[src/rtl/pll_clk_map.vh]
// Register map, field positions and timing constants for the PLL clock control block
`ifndef PLL_CLK_MAP_VH
`define PLL_CLK_MAP_VH
// Register index and byte address (index counts 32-bit words, so byte address is four times it)
`define PCC_IDX            8'hD7
`define PCC_ADDR           10'h35C
`define PCC_RESET          8'h03
// Field positions
`define PCC_OSC_HALT_BIT   7
`define PCC_LOCK_BIT       6
`define PCC_RSVD_BIT       5
`define PCC_LATCHED_EXT_ACCESS_PIN_BIT       4
`define PCC_FAST_ISR_SPEED_BIT       3
`define PCC_DIV_MSB        2
`define PCC_DIV_LSB        0
// Write mask: only bits 7, 3 and 2..0 are software writable
`define PCC_WR_MASK        8'h8F
// PLL multiplication factor and modulator divide
`define PLL_MULT           9'h180
`define PLL_MULT_LAST      9'h17F
// Lock: edges seen in tolerance before lock, PLL cycles without a crystal edge before loss
`define LOCK_GOOD_COUNT    4'h4
`define LOCK_SLACK         9'h020
`define LOSS_TIMEOUT       10'h300
// AXI responses
`define RESP_OKAY          2'h0
`define RESP_SLVERR        2'h2
`endif

[src/rtl/pin_sync.v]
// Three-stage synchroniser for an input that arrives from outside the clock domain
`timescale 1ns/1ps
module pin_sync (
  // Clock and reset
  input  wire aclk,
  input  wire aresetn,
  // Raw pin and filtered level
  input  wire pin_in,
  output reg  level_out
);
  reg s1_reg;
  reg s2_reg;
  reg s3_reg;

  // Shift chain; level changes once stages two and three agree
  always @(posedge aclk) begin
    if (!aresetn) begin
      s1_reg    <= 1'b0;
      s2_reg    <= 1'b0;
      s3_reg    <= 1'b0;
      level_out <= 1'b0;
    end else begin
      s1_reg <= pin_in;
      s2_reg <= s1_reg;
      s3_reg <= s2_reg;
      if (s2_reg == s3_reg) begin
        level_out <= s3_reg;
      end
    end
  end
endmodule

[src/rtl/pll_core_clock_control.v]
// PLL clock control: core clock enable, modulator enable, lock status and control register
//
// Notes on behaviour
// - PLL clock is 384 times crystal; modelled by aclk, checked by crystal edge spacing.
// - Reset selects divide by 8 (divider field 3) for the core.
// - Modulator enable pulses once per 384 PLL cycles from a free-running counter, not tied to crystal edges or lock.
// - Divider field n divides the PLL clock by two to the power n.
// - Bit 7 set halts the oscillator in power-down; clear keeps it running.
// - Read-only bit 6 reads one while the PLL tracks the crystal.
// - Lock bit clears whenever tracking fails; PLL then runs free.
// - Crystal lost after lock stops the core clock until lock returns.
// - Read-only bit 4 shows external access pin, followed after reset release and latched when the PLL first locks.
// - Fast interrupt bit set runs interrupt service at the fastest core clock.
// - On interrupt return, the core clock returns to the divider setting.
`timescale 1ns/1ps
`include "pll_clk_map.vh"
module pll_core_clock_control (
  // Clock and reset
  input  wire        aclk,
  input  wire        aresetn,
  // AXI4-Lite write address
  input  wire [11:0] s_axi_awaddr,
  input  wire        s_axi_awvalid,
  output reg         s_axi_awready,
  // AXI4-Lite write data
  input  wire [31:0] s_axi_wdata,
  input  wire [3:0]  s_axi_wstrb,
  input  wire        s_axi_wvalid,
  output reg         s_axi_wready,
  // AXI4-Lite write response
  output reg  [1:0]  s_axi_bresp,
  output reg         s_axi_bvalid,
  input  wire        s_axi_bready,
  // AXI4-Lite read address
  input  wire [11:0] s_axi_araddr,
  input  wire        s_axi_arvalid,
  output reg         s_axi_arready,
  // AXI4-Lite read data
  output reg  [31:0] s_axi_rdata,
  output reg  [1:0]  s_axi_rresp,
  output reg         s_axi_rvalid,
  input  wire        s_axi_rready,
  // Crystal, pins and core status
  input  wire        crystal_clk_in,
  input  wire        external_access_pin,
  input  wire        core_in_isr,
  input  wire        power_down,
  // Clock outputs and status
  output reg         core_clk_en,
  output reg         modulator_clk_en,
  output reg         osc_enable,
  output reg         pll_locked,
  output reg         latched_ext_access_pin
);

  // Synchronised crystal and access pin
  wire xtal_lvl;
  wire ea_lvl;
  reg  xtal_prev_reg;
  wire xtal_rise;

  pin_sync u_xtal_sync (
    .aclk      (aclk),
    .aresetn   (aresetn),
    .pin_in    (crystal_clk_in),
    .level_out (xtal_lvl)
  );

  pin_sync u_ea_sync (
    .aclk      (aclk),
    .aresetn   (aresetn),
    .pin_in    (external_access_pin),
    .level_out (ea_lvl)
  );

  assign xtal_rise = xtal_lvl & ~xtal_prev_reg;

  // Control register fields
  reg        osc_halt_in_sleep_reg;
  reg        fast_isr_speed_reg;
  reg  [2:0] core_div_reg;
  reg        ea_captured_reg;

  // Lock tracker state and modulator counter
  reg  [9:0] edge_gap_reg;
  reg  [3:0] good_cnt_reg;
  reg  [8:0] mod_cnt_reg;

  // Core divider state
  reg  [6:0] div_cnt_reg;
  reg  [2:0] active_div_reg;
  wire [2:0] wanted_div;
  wire [6:0] period_last;
  wire [7:0] reset_value;

  // Reset byte of the control register; divider field is its low bits
  assign reset_value = `PCC_RESET;

  // Bus handshake state
  reg        aw_held_reg;
  reg        w_held_reg;
  reg [11:0] awaddr_reg;
  reg [31:0] wdata_reg;
  reg  [3:0] wstrb_reg;
  wire       wr_fire;
  wire       wr_hit;
  wire [7:0] status_byte;

  // Crystal edge spacing checks lock; missing edges mean loss
  always @(posedge aclk) begin
    if (!aresetn) begin
      xtal_prev_reg <= 1'b0;
      edge_gap_reg  <= 10'h000;
      good_cnt_reg  <= 4'h0;
      pll_locked    <= 1'b0;
    end else begin
      xtal_prev_reg <= xtal_lvl;
      if (xtal_rise) begin
        edge_gap_reg <= 10'h000;
        if ((edge_gap_reg[8:0] + `LOCK_SLACK >= `PLL_MULT_LAST) &&
            (edge_gap_reg <= {1'b0, `PLL_MULT_LAST} + {1'b0, `LOCK_SLACK})) begin
          if (good_cnt_reg == `LOCK_GOOD_COUNT) begin
            pll_locked <= 1'b1;
          end else begin
            good_cnt_reg <= good_cnt_reg + 4'h1;
          end
        end else begin
          good_cnt_reg <= 4'h0;
          pll_locked   <= 1'b0;
        end
      end else if (edge_gap_reg == `LOSS_TIMEOUT) begin
        good_cnt_reg <= 4'h0;
        pll_locked   <= 1'b0;
      end else begin
        edge_gap_reg <= edge_gap_reg + 10'h001;
      end
    end
  end

  // Modulator enable: one pulse per crystal period, counted on the PLL clock
  always @(posedge aclk) begin
    if (!aresetn) begin
      mod_cnt_reg      <= 9'h000;
      modulator_clk_en <= 1'b0;
    end else begin
      if (mod_cnt_reg == `PLL_MULT_LAST) begin
        mod_cnt_reg      <= 9'h000;
        modulator_clk_en <= 1'b1;
      end else begin
        mod_cnt_reg      <= mod_cnt_reg + 9'h001;
        modulator_clk_en <= 1'b0;
      end
    end
  end

  // Divider wanted now: fastest during fast interrupt service
  assign wanted_div  = (fast_isr_speed_reg && core_in_isr) ? 3'h0 : core_div_reg;
  assign period_last = (7'h01 << active_div_reg) - 7'h01;

  // Core clock enable; divider swaps only at end of a period
  always @(posedge aclk) begin
    if (!aresetn) begin
      div_cnt_reg    <= 7'h00;
      active_div_reg <= reset_value[`PCC_DIV_MSB:`PCC_DIV_LSB];
      core_clk_en    <= 1'b0;
    end else begin
      if (div_cnt_reg >= period_last) begin
        div_cnt_reg    <= 7'h00;
        active_div_reg <= wanted_div;
        core_clk_en    <= ~ea_captured_reg | pll_locked;
      end else begin
        div_cnt_reg <= div_cnt_reg + 7'h01;
        core_clk_en <= 1'b0;
      end
    end
  end

  // Oscillator runs unless halted in power-down
  always @(posedge aclk) begin
    if (!aresetn) begin
      osc_enable <= 1'b1;
    end else begin
      osc_enable <= ~(power_down & osc_halt_in_sleep_reg);
    end
  end

  // Access pin followed until first lock, then held; marks ever-locked for loss detection
  always @(posedge aclk) begin
    if (!aresetn) begin
      latched_ext_access_pin <= 1'b0;
      ea_captured_reg        <= 1'b0;
    end else begin
      if (!ea_captured_reg) begin
        latched_ext_access_pin <= ea_lvl;
      end
      if (pll_locked) begin
        ea_captured_reg <= 1'b1;
      end
    end
  end

  // Read view of the control register
  assign status_byte = {osc_halt_in_sleep_reg, pll_locked, 1'b0, latched_ext_access_pin,
                        fast_isr_speed_reg, core_div_reg};

  // Write channel: take address and data in either order
  assign wr_fire = aw_held_reg && w_held_reg && !s_axi_bvalid;
  assign wr_hit  = (awaddr_reg[11:2] == `PCC_ADDR >> 2);

  always @(posedge aclk) begin
    if (!aresetn) begin
      aw_held_reg   <= 1'b0;
      w_held_reg    <= 1'b0;
      awaddr_reg    <= 12'h000;
      wdata_reg     <= 32'h00000000;
      wstrb_reg     <= 4'h0;
      s_axi_awready <= 1'b0;
      s_axi_wready  <= 1'b0;
      s_axi_bvalid  <= 1'b0;
      s_axi_bresp   <= `RESP_OKAY;
      osc_halt_in_sleep_reg <= 1'b0;
      fast_isr_speed_reg    <= 1'b0;
      core_div_reg          <= reset_value[`PCC_DIV_MSB:`PCC_DIV_LSB];
    end else begin
      s_axi_awready <= !aw_held_reg && !s_axi_awready && s_axi_awvalid;
      s_axi_wready  <= !w_held_reg && !s_axi_wready && s_axi_wvalid;
      if (s_axi_awvalid && s_axi_awready) begin
        aw_held_reg <= 1'b1;
        awaddr_reg  <= s_axi_awaddr;
      end
      if (s_axi_wvalid && s_axi_wready) begin
        w_held_reg <= 1'b1;
        wdata_reg  <= s_axi_wdata;
        wstrb_reg  <= s_axi_wstrb;
      end
      if (wr_fire) begin
        aw_held_reg  <= 1'b0;
        w_held_reg   <= 1'b0;
        s_axi_bvalid <= 1'b1;
        if (wr_hit) begin
          s_axi_bresp <= `RESP_OKAY;
          if (wstrb_reg[0]) begin
            osc_halt_in_sleep_reg <= wdata_reg[`PCC_OSC_HALT_BIT];
            fast_isr_speed_reg    <= wdata_reg[`PCC_FAST_ISR_SPEED_BIT];
            core_div_reg          <= wdata_reg[`PCC_DIV_MSB:`PCC_DIV_LSB];
          end
        end else begin
          s_axi_bresp <= `RESP_SLVERR;
        end
      end else if (s_axi_bvalid && s_axi_bready) begin
        s_axi_bvalid <= 1'b0;
      end
    end
  end

  // Read channel: one read at a time, answer the cycle after acceptance
  always @(posedge aclk) begin
    if (!aresetn) begin
      s_axi_arready <= 1'b0;
      s_axi_rvalid  <= 1'b0;
      s_axi_rdata   <= 32'h00000000;
      s_axi_rresp   <= `RESP_OKAY;
    end else begin
      s_axi_arready <= !s_axi_arready && !s_axi_rvalid && s_axi_arvalid;
      if (s_axi_arvalid && s_axi_arready) begin
        s_axi_rvalid <= 1'b1;
        if (s_axi_araddr[11:2] == `PCC_ADDR >> 2) begin
          s_axi_rdata <= {24'h000000, status_byte};
          s_axi_rresp <= `RESP_OKAY;
        end else begin
          s_axi_rdata <= 32'h00000000;
          s_axi_rresp <= `RESP_SLVERR;
        end
      end else if (s_axi_rvalid && s_axi_rready) begin
        s_axi_rvalid <= 1'b0;
      end
    end
  end

endmodule
[config.mk]
export PLATFORM = sky130hd
export DESIGN_NAME = pll_core_clock_control
export DESIGN_NICKNAME = d
export VERILOG_FILES = /design/src/rtl/pin_sync.v /design/src/rtl/pll_core_clock_control.v
export VERILOG_INCLUDE_DIRS = /design/src /design/src/rtl
export SDC_FILE = /design/constraint.sdc
export NUM_CORES = 1
export LEC_CHECK = 0
export BUFFER_PORTS_ARGS = -buffer_cell sky130_fd_sc_hd__buf_4
export CELL_PAD_IN_SITES_DETAIL_PLACEMENT = 2
export CELL_PAD_IN_SITES_GLOBAL_PLACEMENT = 2
export CORE_ASPECT_RATIO = 1.75
export CORE_MARGIN = 5
export CORE_UTILIZATION = 33
export CTS_BUF_LIST = sky130_fd_sc_hd__clkbuf_2
export DETAILED_ROUTE_END_ITERATION = 7
export PLACE_DENSITY = 0.93
export RECOVER_POWER = 50
export SETUP_SLACK_MARGIN = 0.1
export SKIP_CTS_REPAIR_TIMING = 1
export SLEW_MARGIN = 20
export SYNTH_ARGS = -nofsm -noshare
export SYNTH_HDL_FRONTEND = slang
export SYNTH_SLANG_ARGS = --single-unit
[constraint.sdc]
create_clock -name aclk -period 3.35 [get_ports aclk]
set_input_delay 0.5025 -clock aclk [delete_from_list [all_inputs] [get_ports aclk]]
set_output_delay 0.5025 -clock aclk [all_outputs]
set_load 0.005 [all_outputs]
==> Implementation_results.wiki <==
{| class="wikitable"
! Metric !! Value
|-
| Grt met1 use || 0.158
|-
| Kind of capture point of the worst setup path || flop
|-
| Maximum achievable frequency || 410 MHz
|-
| Via count of the first global-routing pass || 3,417
|-
| Share of final-layout standard cells stronger than drive strength 1 || 0.163
|-
| Growth of design area from synthesis to finish || 14.6%
|-
| Initial DRC count || 69
|-
| Synth Area in Compound Gates || 0.0996
|-
| Proportion of total power due to net switching || 0.265
|-
| Fraction of met3 tracks used by global routing || 0.0442
|-
| Synth top area cells || sky130_fd_sc_hd__dfxtp_1 (47%), sky130_fd_sc_hd__buf_4 (5.5%), sky130_fd_sc_hd__nor2_1 (5.2%)
|-
| Most utilized layer in the global route result || met2
|-
| Number of non-filler instances in the completed layout || 598
|-
| Maximum count of clock buffers along a single path || 2
|-
| Overflow left after global routing || 0
|-
| Number of sinks handled by clock tree synthesis || 85
|-
| Sum of net half-perimeters after detailed placement || 8.06 mm
|-
| Clock Pin Slew Worst Setup and Hold Paths || 230 ps
|-
| Floorplan die width || 89.6 um
|-
| Worst path buffer plus inverter count || 3
|-
| Core region area || 11,000 sq um
|-
| Reg-to-Reg Start || edge_gap_reg[5]
|-
| Initial antenna violation count || 1
|-
| Count of vias placed by the detailed router || 3,005
|-
| Critical path peak fanout || 38
|-
| Period utilization || 0.727
|-
| Number of placed instances with taps included || 581
|-
| Total CTS buffers || 9
|-
| Final nets || 546
|-
| Int Power || 1270 uW
|-
| Final ANT Viol Nets || 0
|-
| CTS root buf || sky130_fd_sc_hd__clkbuf_2
|-
| Row count || 51
|-
| Largest family of logic cells by synthesized area || simple AND/OR/NAND/NOR gates
|-
| Status || complete, no violations
|-
| Biggest area consumer among synthesized cells || sky130_fd_sc_hd__dfxtp_1
|-
| Routability congestion estimate || 0.730
|-
| Detail-routed via count per cell || 5.03
|-
| Largest stage delay on the critical path || 900 ps
|-
| Detailed-route wire length || 10.2 mm
|-
| Floorplan die height || 149 um
|-
| Synthesized-area fraction occupied by adder cells || 0.0513
|-
| Fraction of synthesis flops using an asynchronous set or reset pin || 0
|-
| GR Util met2 || 0.298
|-
| Number of warnings reported in the yosys synthesis log || 0
|-
| Number of synthesized flops with an enable pin || 0
|-
| Type of element launching the critical path || primary input
|-
| Total routing usage reported by global routing || 0.161
|-
| Simple-gate area share of the yosys netlist || 0.228
|-
| Data required time at the worst endpoint || 3850 ps
|-
| Worst setup slack after placement || 1120 ps
|-
| Combinational cell fraction of total power || 0.069
|-
| Die Outline Area || 13,400 sq um
|-
| Cell type with the highest occurrence count on the critical path || sky130_fd_sc_hd__clkbuf_1
|-
| XOR/XNOR share of the synthesized area || 0.0503
|-
| Classification of the worst setup path || primary input to flop
|-
| Count of final setup violators || 0
|-
| Part of the total power dissipated in the clock network || 0.315
|-
| Port-buffer cells || 55
|-
| Slack of the worst reg-to-reg path || 1070 ps
|-
| Arrival time reported for the critical path endpoint || 2930 ps
|-
| Power density over the cells || 411 nW/um^2
|-
| Critical Path, Cell by Cell || clkbuf_1, inv_1, clkbuf_1, a211oi_1
|-
| Sequential element share of the synthesized area || 0.465
|-
| Max capacitance violation total || 0
|-
| Post-layout min period || 2440 ps
|-
| Fraction of post-synthesis cell area in the top cell type by area || 0.465
|-
| Count of state elements after synthesis || 85
|-
| Kind of cell adding the most delay to the critical path || buffers and inverters
|-
| Cell types with the highest counts after synthesis || sky130_fd_sc_hd__dfxtp_1 (85), sky130_fd_sc_hd__nor2_1 (51), sky130_fd_sc_hd__nand2_1 (48)
|-
| Most frequent cell after synthesis || sky130_fd_sc_hd__dfxtp_1
|-
| Post-synthesis cell area || 3660 sq um
|-
| Clock Skew || 15.5 ps
|-
| CTS HTree Levels || 3
|-
| Total iterations of the first detailed-routing run || 4
|-
| Final setup TNS || 0 ps
|-
| HP Class || primary input to flop
|-
| Synth cell types || 48
|-
| Remaining routing DRC violations || 0
|-
| CTS tree || yes
|-
| Crit. Startpoint || aresetn
|-
| WL/cell || 17.0 um
|-
| Unrepaired setup endpoints after global routing || no
|-
| Mux cell area share after synthesis || 0.0246
|-
| Switch Pwr || 457 uW
|-
| Gate count of the mapped netlist || 407
|-
| I/O pins || 117
|-
| Largest net degree at the start of global routing || 39
|-
| Final hold violations || 0
|-
| Transition time of the tightest slew-check pin || 1200 ps
|-
| Primary flip-flop cell chosen by synthesis mapping || sky130_fd_sc_hd__dfxtp_1
|-
| Worst reg2reg path endpoint || good_cnt_reg[3]
|-
| Hold slack || 97.3 ps
|-
| Count of pins over their slew limit || 0
|-
| Number of cells traversed by the worst register-to-register path || 6
|-
| Post-layout worst setup margin || 913 ps
|-
| Max-Slew Margin vs Limit || 0.201
|-
| Crit path max-delay cell type || sky130_fd_sc_hd__inv_1
|-
| Post-Synthesis Mean Instance Area || 8.99 sq um
|-
| Later-pin clock latency in the skew report || 560 ps
|-
| Fraction of power consumed by sequential logic || 0.616
|-
| Effective utilization at floorplan || 0.333
|-
| Path length in cells of the critical path || 4
|-
| First-pass GRT wire length || 16.4 mm
|-
| Max VDD drop || 0.131 mV
|-
| Critical Path End || s_axi_bresp[1]
|-
| Leakage power total || 0.00171 uW
|}
per-stage QoR:
stage	cell area, sq um	utilization	power [uW]
3_5_place_dp	4090	0.372	1200
2_1_floorplan	3750	-	1160
6_report	4190	0.382	1720
3_3_place_gp	4090	0.372	1190
4_1_cts	4200	0.383	1750
5_1_grt	4190	0.382	1810
cell type report:
cell class,instances,area (sq um)
flip-flops and latches,85,1700
clock inverters,6,63.8
fillers,1261,6780
clock buffers,10,50.0
well taps,132,165
multi-input cells,298,1760
inverters,10,37.5
repair buffers,56,409
diodes,1,2.50
worst min-delay path by stage:
stage / start / to / cells after the start
final: power_down / osc_enable / 2
after global routing: power_down / osc_enable / 2
after CTS: power_down / osc_enable / 2
after detailed placement: u_xtal_sync.s1_reg / u_xtal_sync.s2_reg / 1
after global placement: u_ea_sync.s1_reg / u_ea_sync.s2_reg / 1
after floorplan: osc_halt_in_sleep_reg / osc_enable / 1
cells in the final DEF, fill, tap and decap left out, types with 2 or more instances in the layout:
cell type                    synthesis  final
sky130_fd_sc_hd__nor2_1             51     51
sky130_fd_sc_hd__nand2_1            48     48
sky130_fd_sc_hd__nor4b_1             2      2
sky130_fd_sc_hd__buf_4              27     49
sky130_fd_sc_hd__dfxtp_1            85     85
sky130_fd_sc_hd__nor2b_1             3      3
sky130_fd_sc_hd__nor3_1              5      5
sky130_fd_sc_hd__conb_1              1     27
sky130_fd_sc_hd__clkinvlp_4          0      2
sky130_fd_sc_hd__a21o_1              2      2
sky130_fd_sc_hd__and2_1              9      6
sky130_fd_sc_hd__and4_1              2      2
sky130_fd_sc_hd__a21oi_1            29     29
sky130_fd_sc_hd__clkbuf_4            0      4
sky130_fd_sc_hd__clkinv_2            0      2
sky130_fd_sc_hd__clkbuf_1            9      3
sky130_fd_sc_hd__o21ai_0             5      5
sky130_fd_sc_hd__o211a_1             2      2
sky130_fd_sc_hd__nand4_1             3      3
sky130_fd_sc_hd__xnor2_1             8      8
sky130_fd_sc_hd__ha_1               15     15
sky130_fd_sc_hd__a22oi_1             7      7
sky130_fd_sc_hd__mux2i_1             9      9
sky130_fd_sc_hd__o32ai_1             3      3
sky130_fd_sc_hd__xor2_1             13     13
sky130_fd_sc_hd__nand4bb_1           2      2
sky130_fd_sc_hd__and3_1              7      7
sky130_fd_sc_hd__inv_1              10     10
sky130_fd_sc_hd__a31oi_1             2      2
sky130_fd_sc_hd__clkbuf_2            0     10
sky130_fd_sc_hd__and2_0              0      3
sky130_fd_sc_hd__nand4b_1            2      2
sky130_fd_sc_hd__nand3_1            22     22
sky130_fd_sc_hd__nand2b_1            3      3
cells by family (layout without fill, tap and decap cells):
kind of cell	Yosys count	in the layout
flops	85	85
compound gates	58	58
mux	9	9
xor+xnor	21	21
other cells	1	28
fa+ha+maj	15	15
simple gates	168	168
buf+inv	50	82
per-layer routing:
| layer | vias up | wire [um] |
|---|---|---|
| met5 | - | 0 |
| met4 | 0 | 325 |
| met3 | 27 | 385 |
| met2 | 56 | 5860 |
| met1 | 1485 | 3600 |
| li1 | 1437 | - |
power by group through the flow:
stage	sequential [uW]	combinational (uW)	clock, uW
floorplan	1070	88.2	0
global route	1070	135	607
finish	1060	119	543
detailed placement	1080	122	0
CTS	1060	122	565
global placement	1080	114	0
Power figures use the tool's default switching activity.
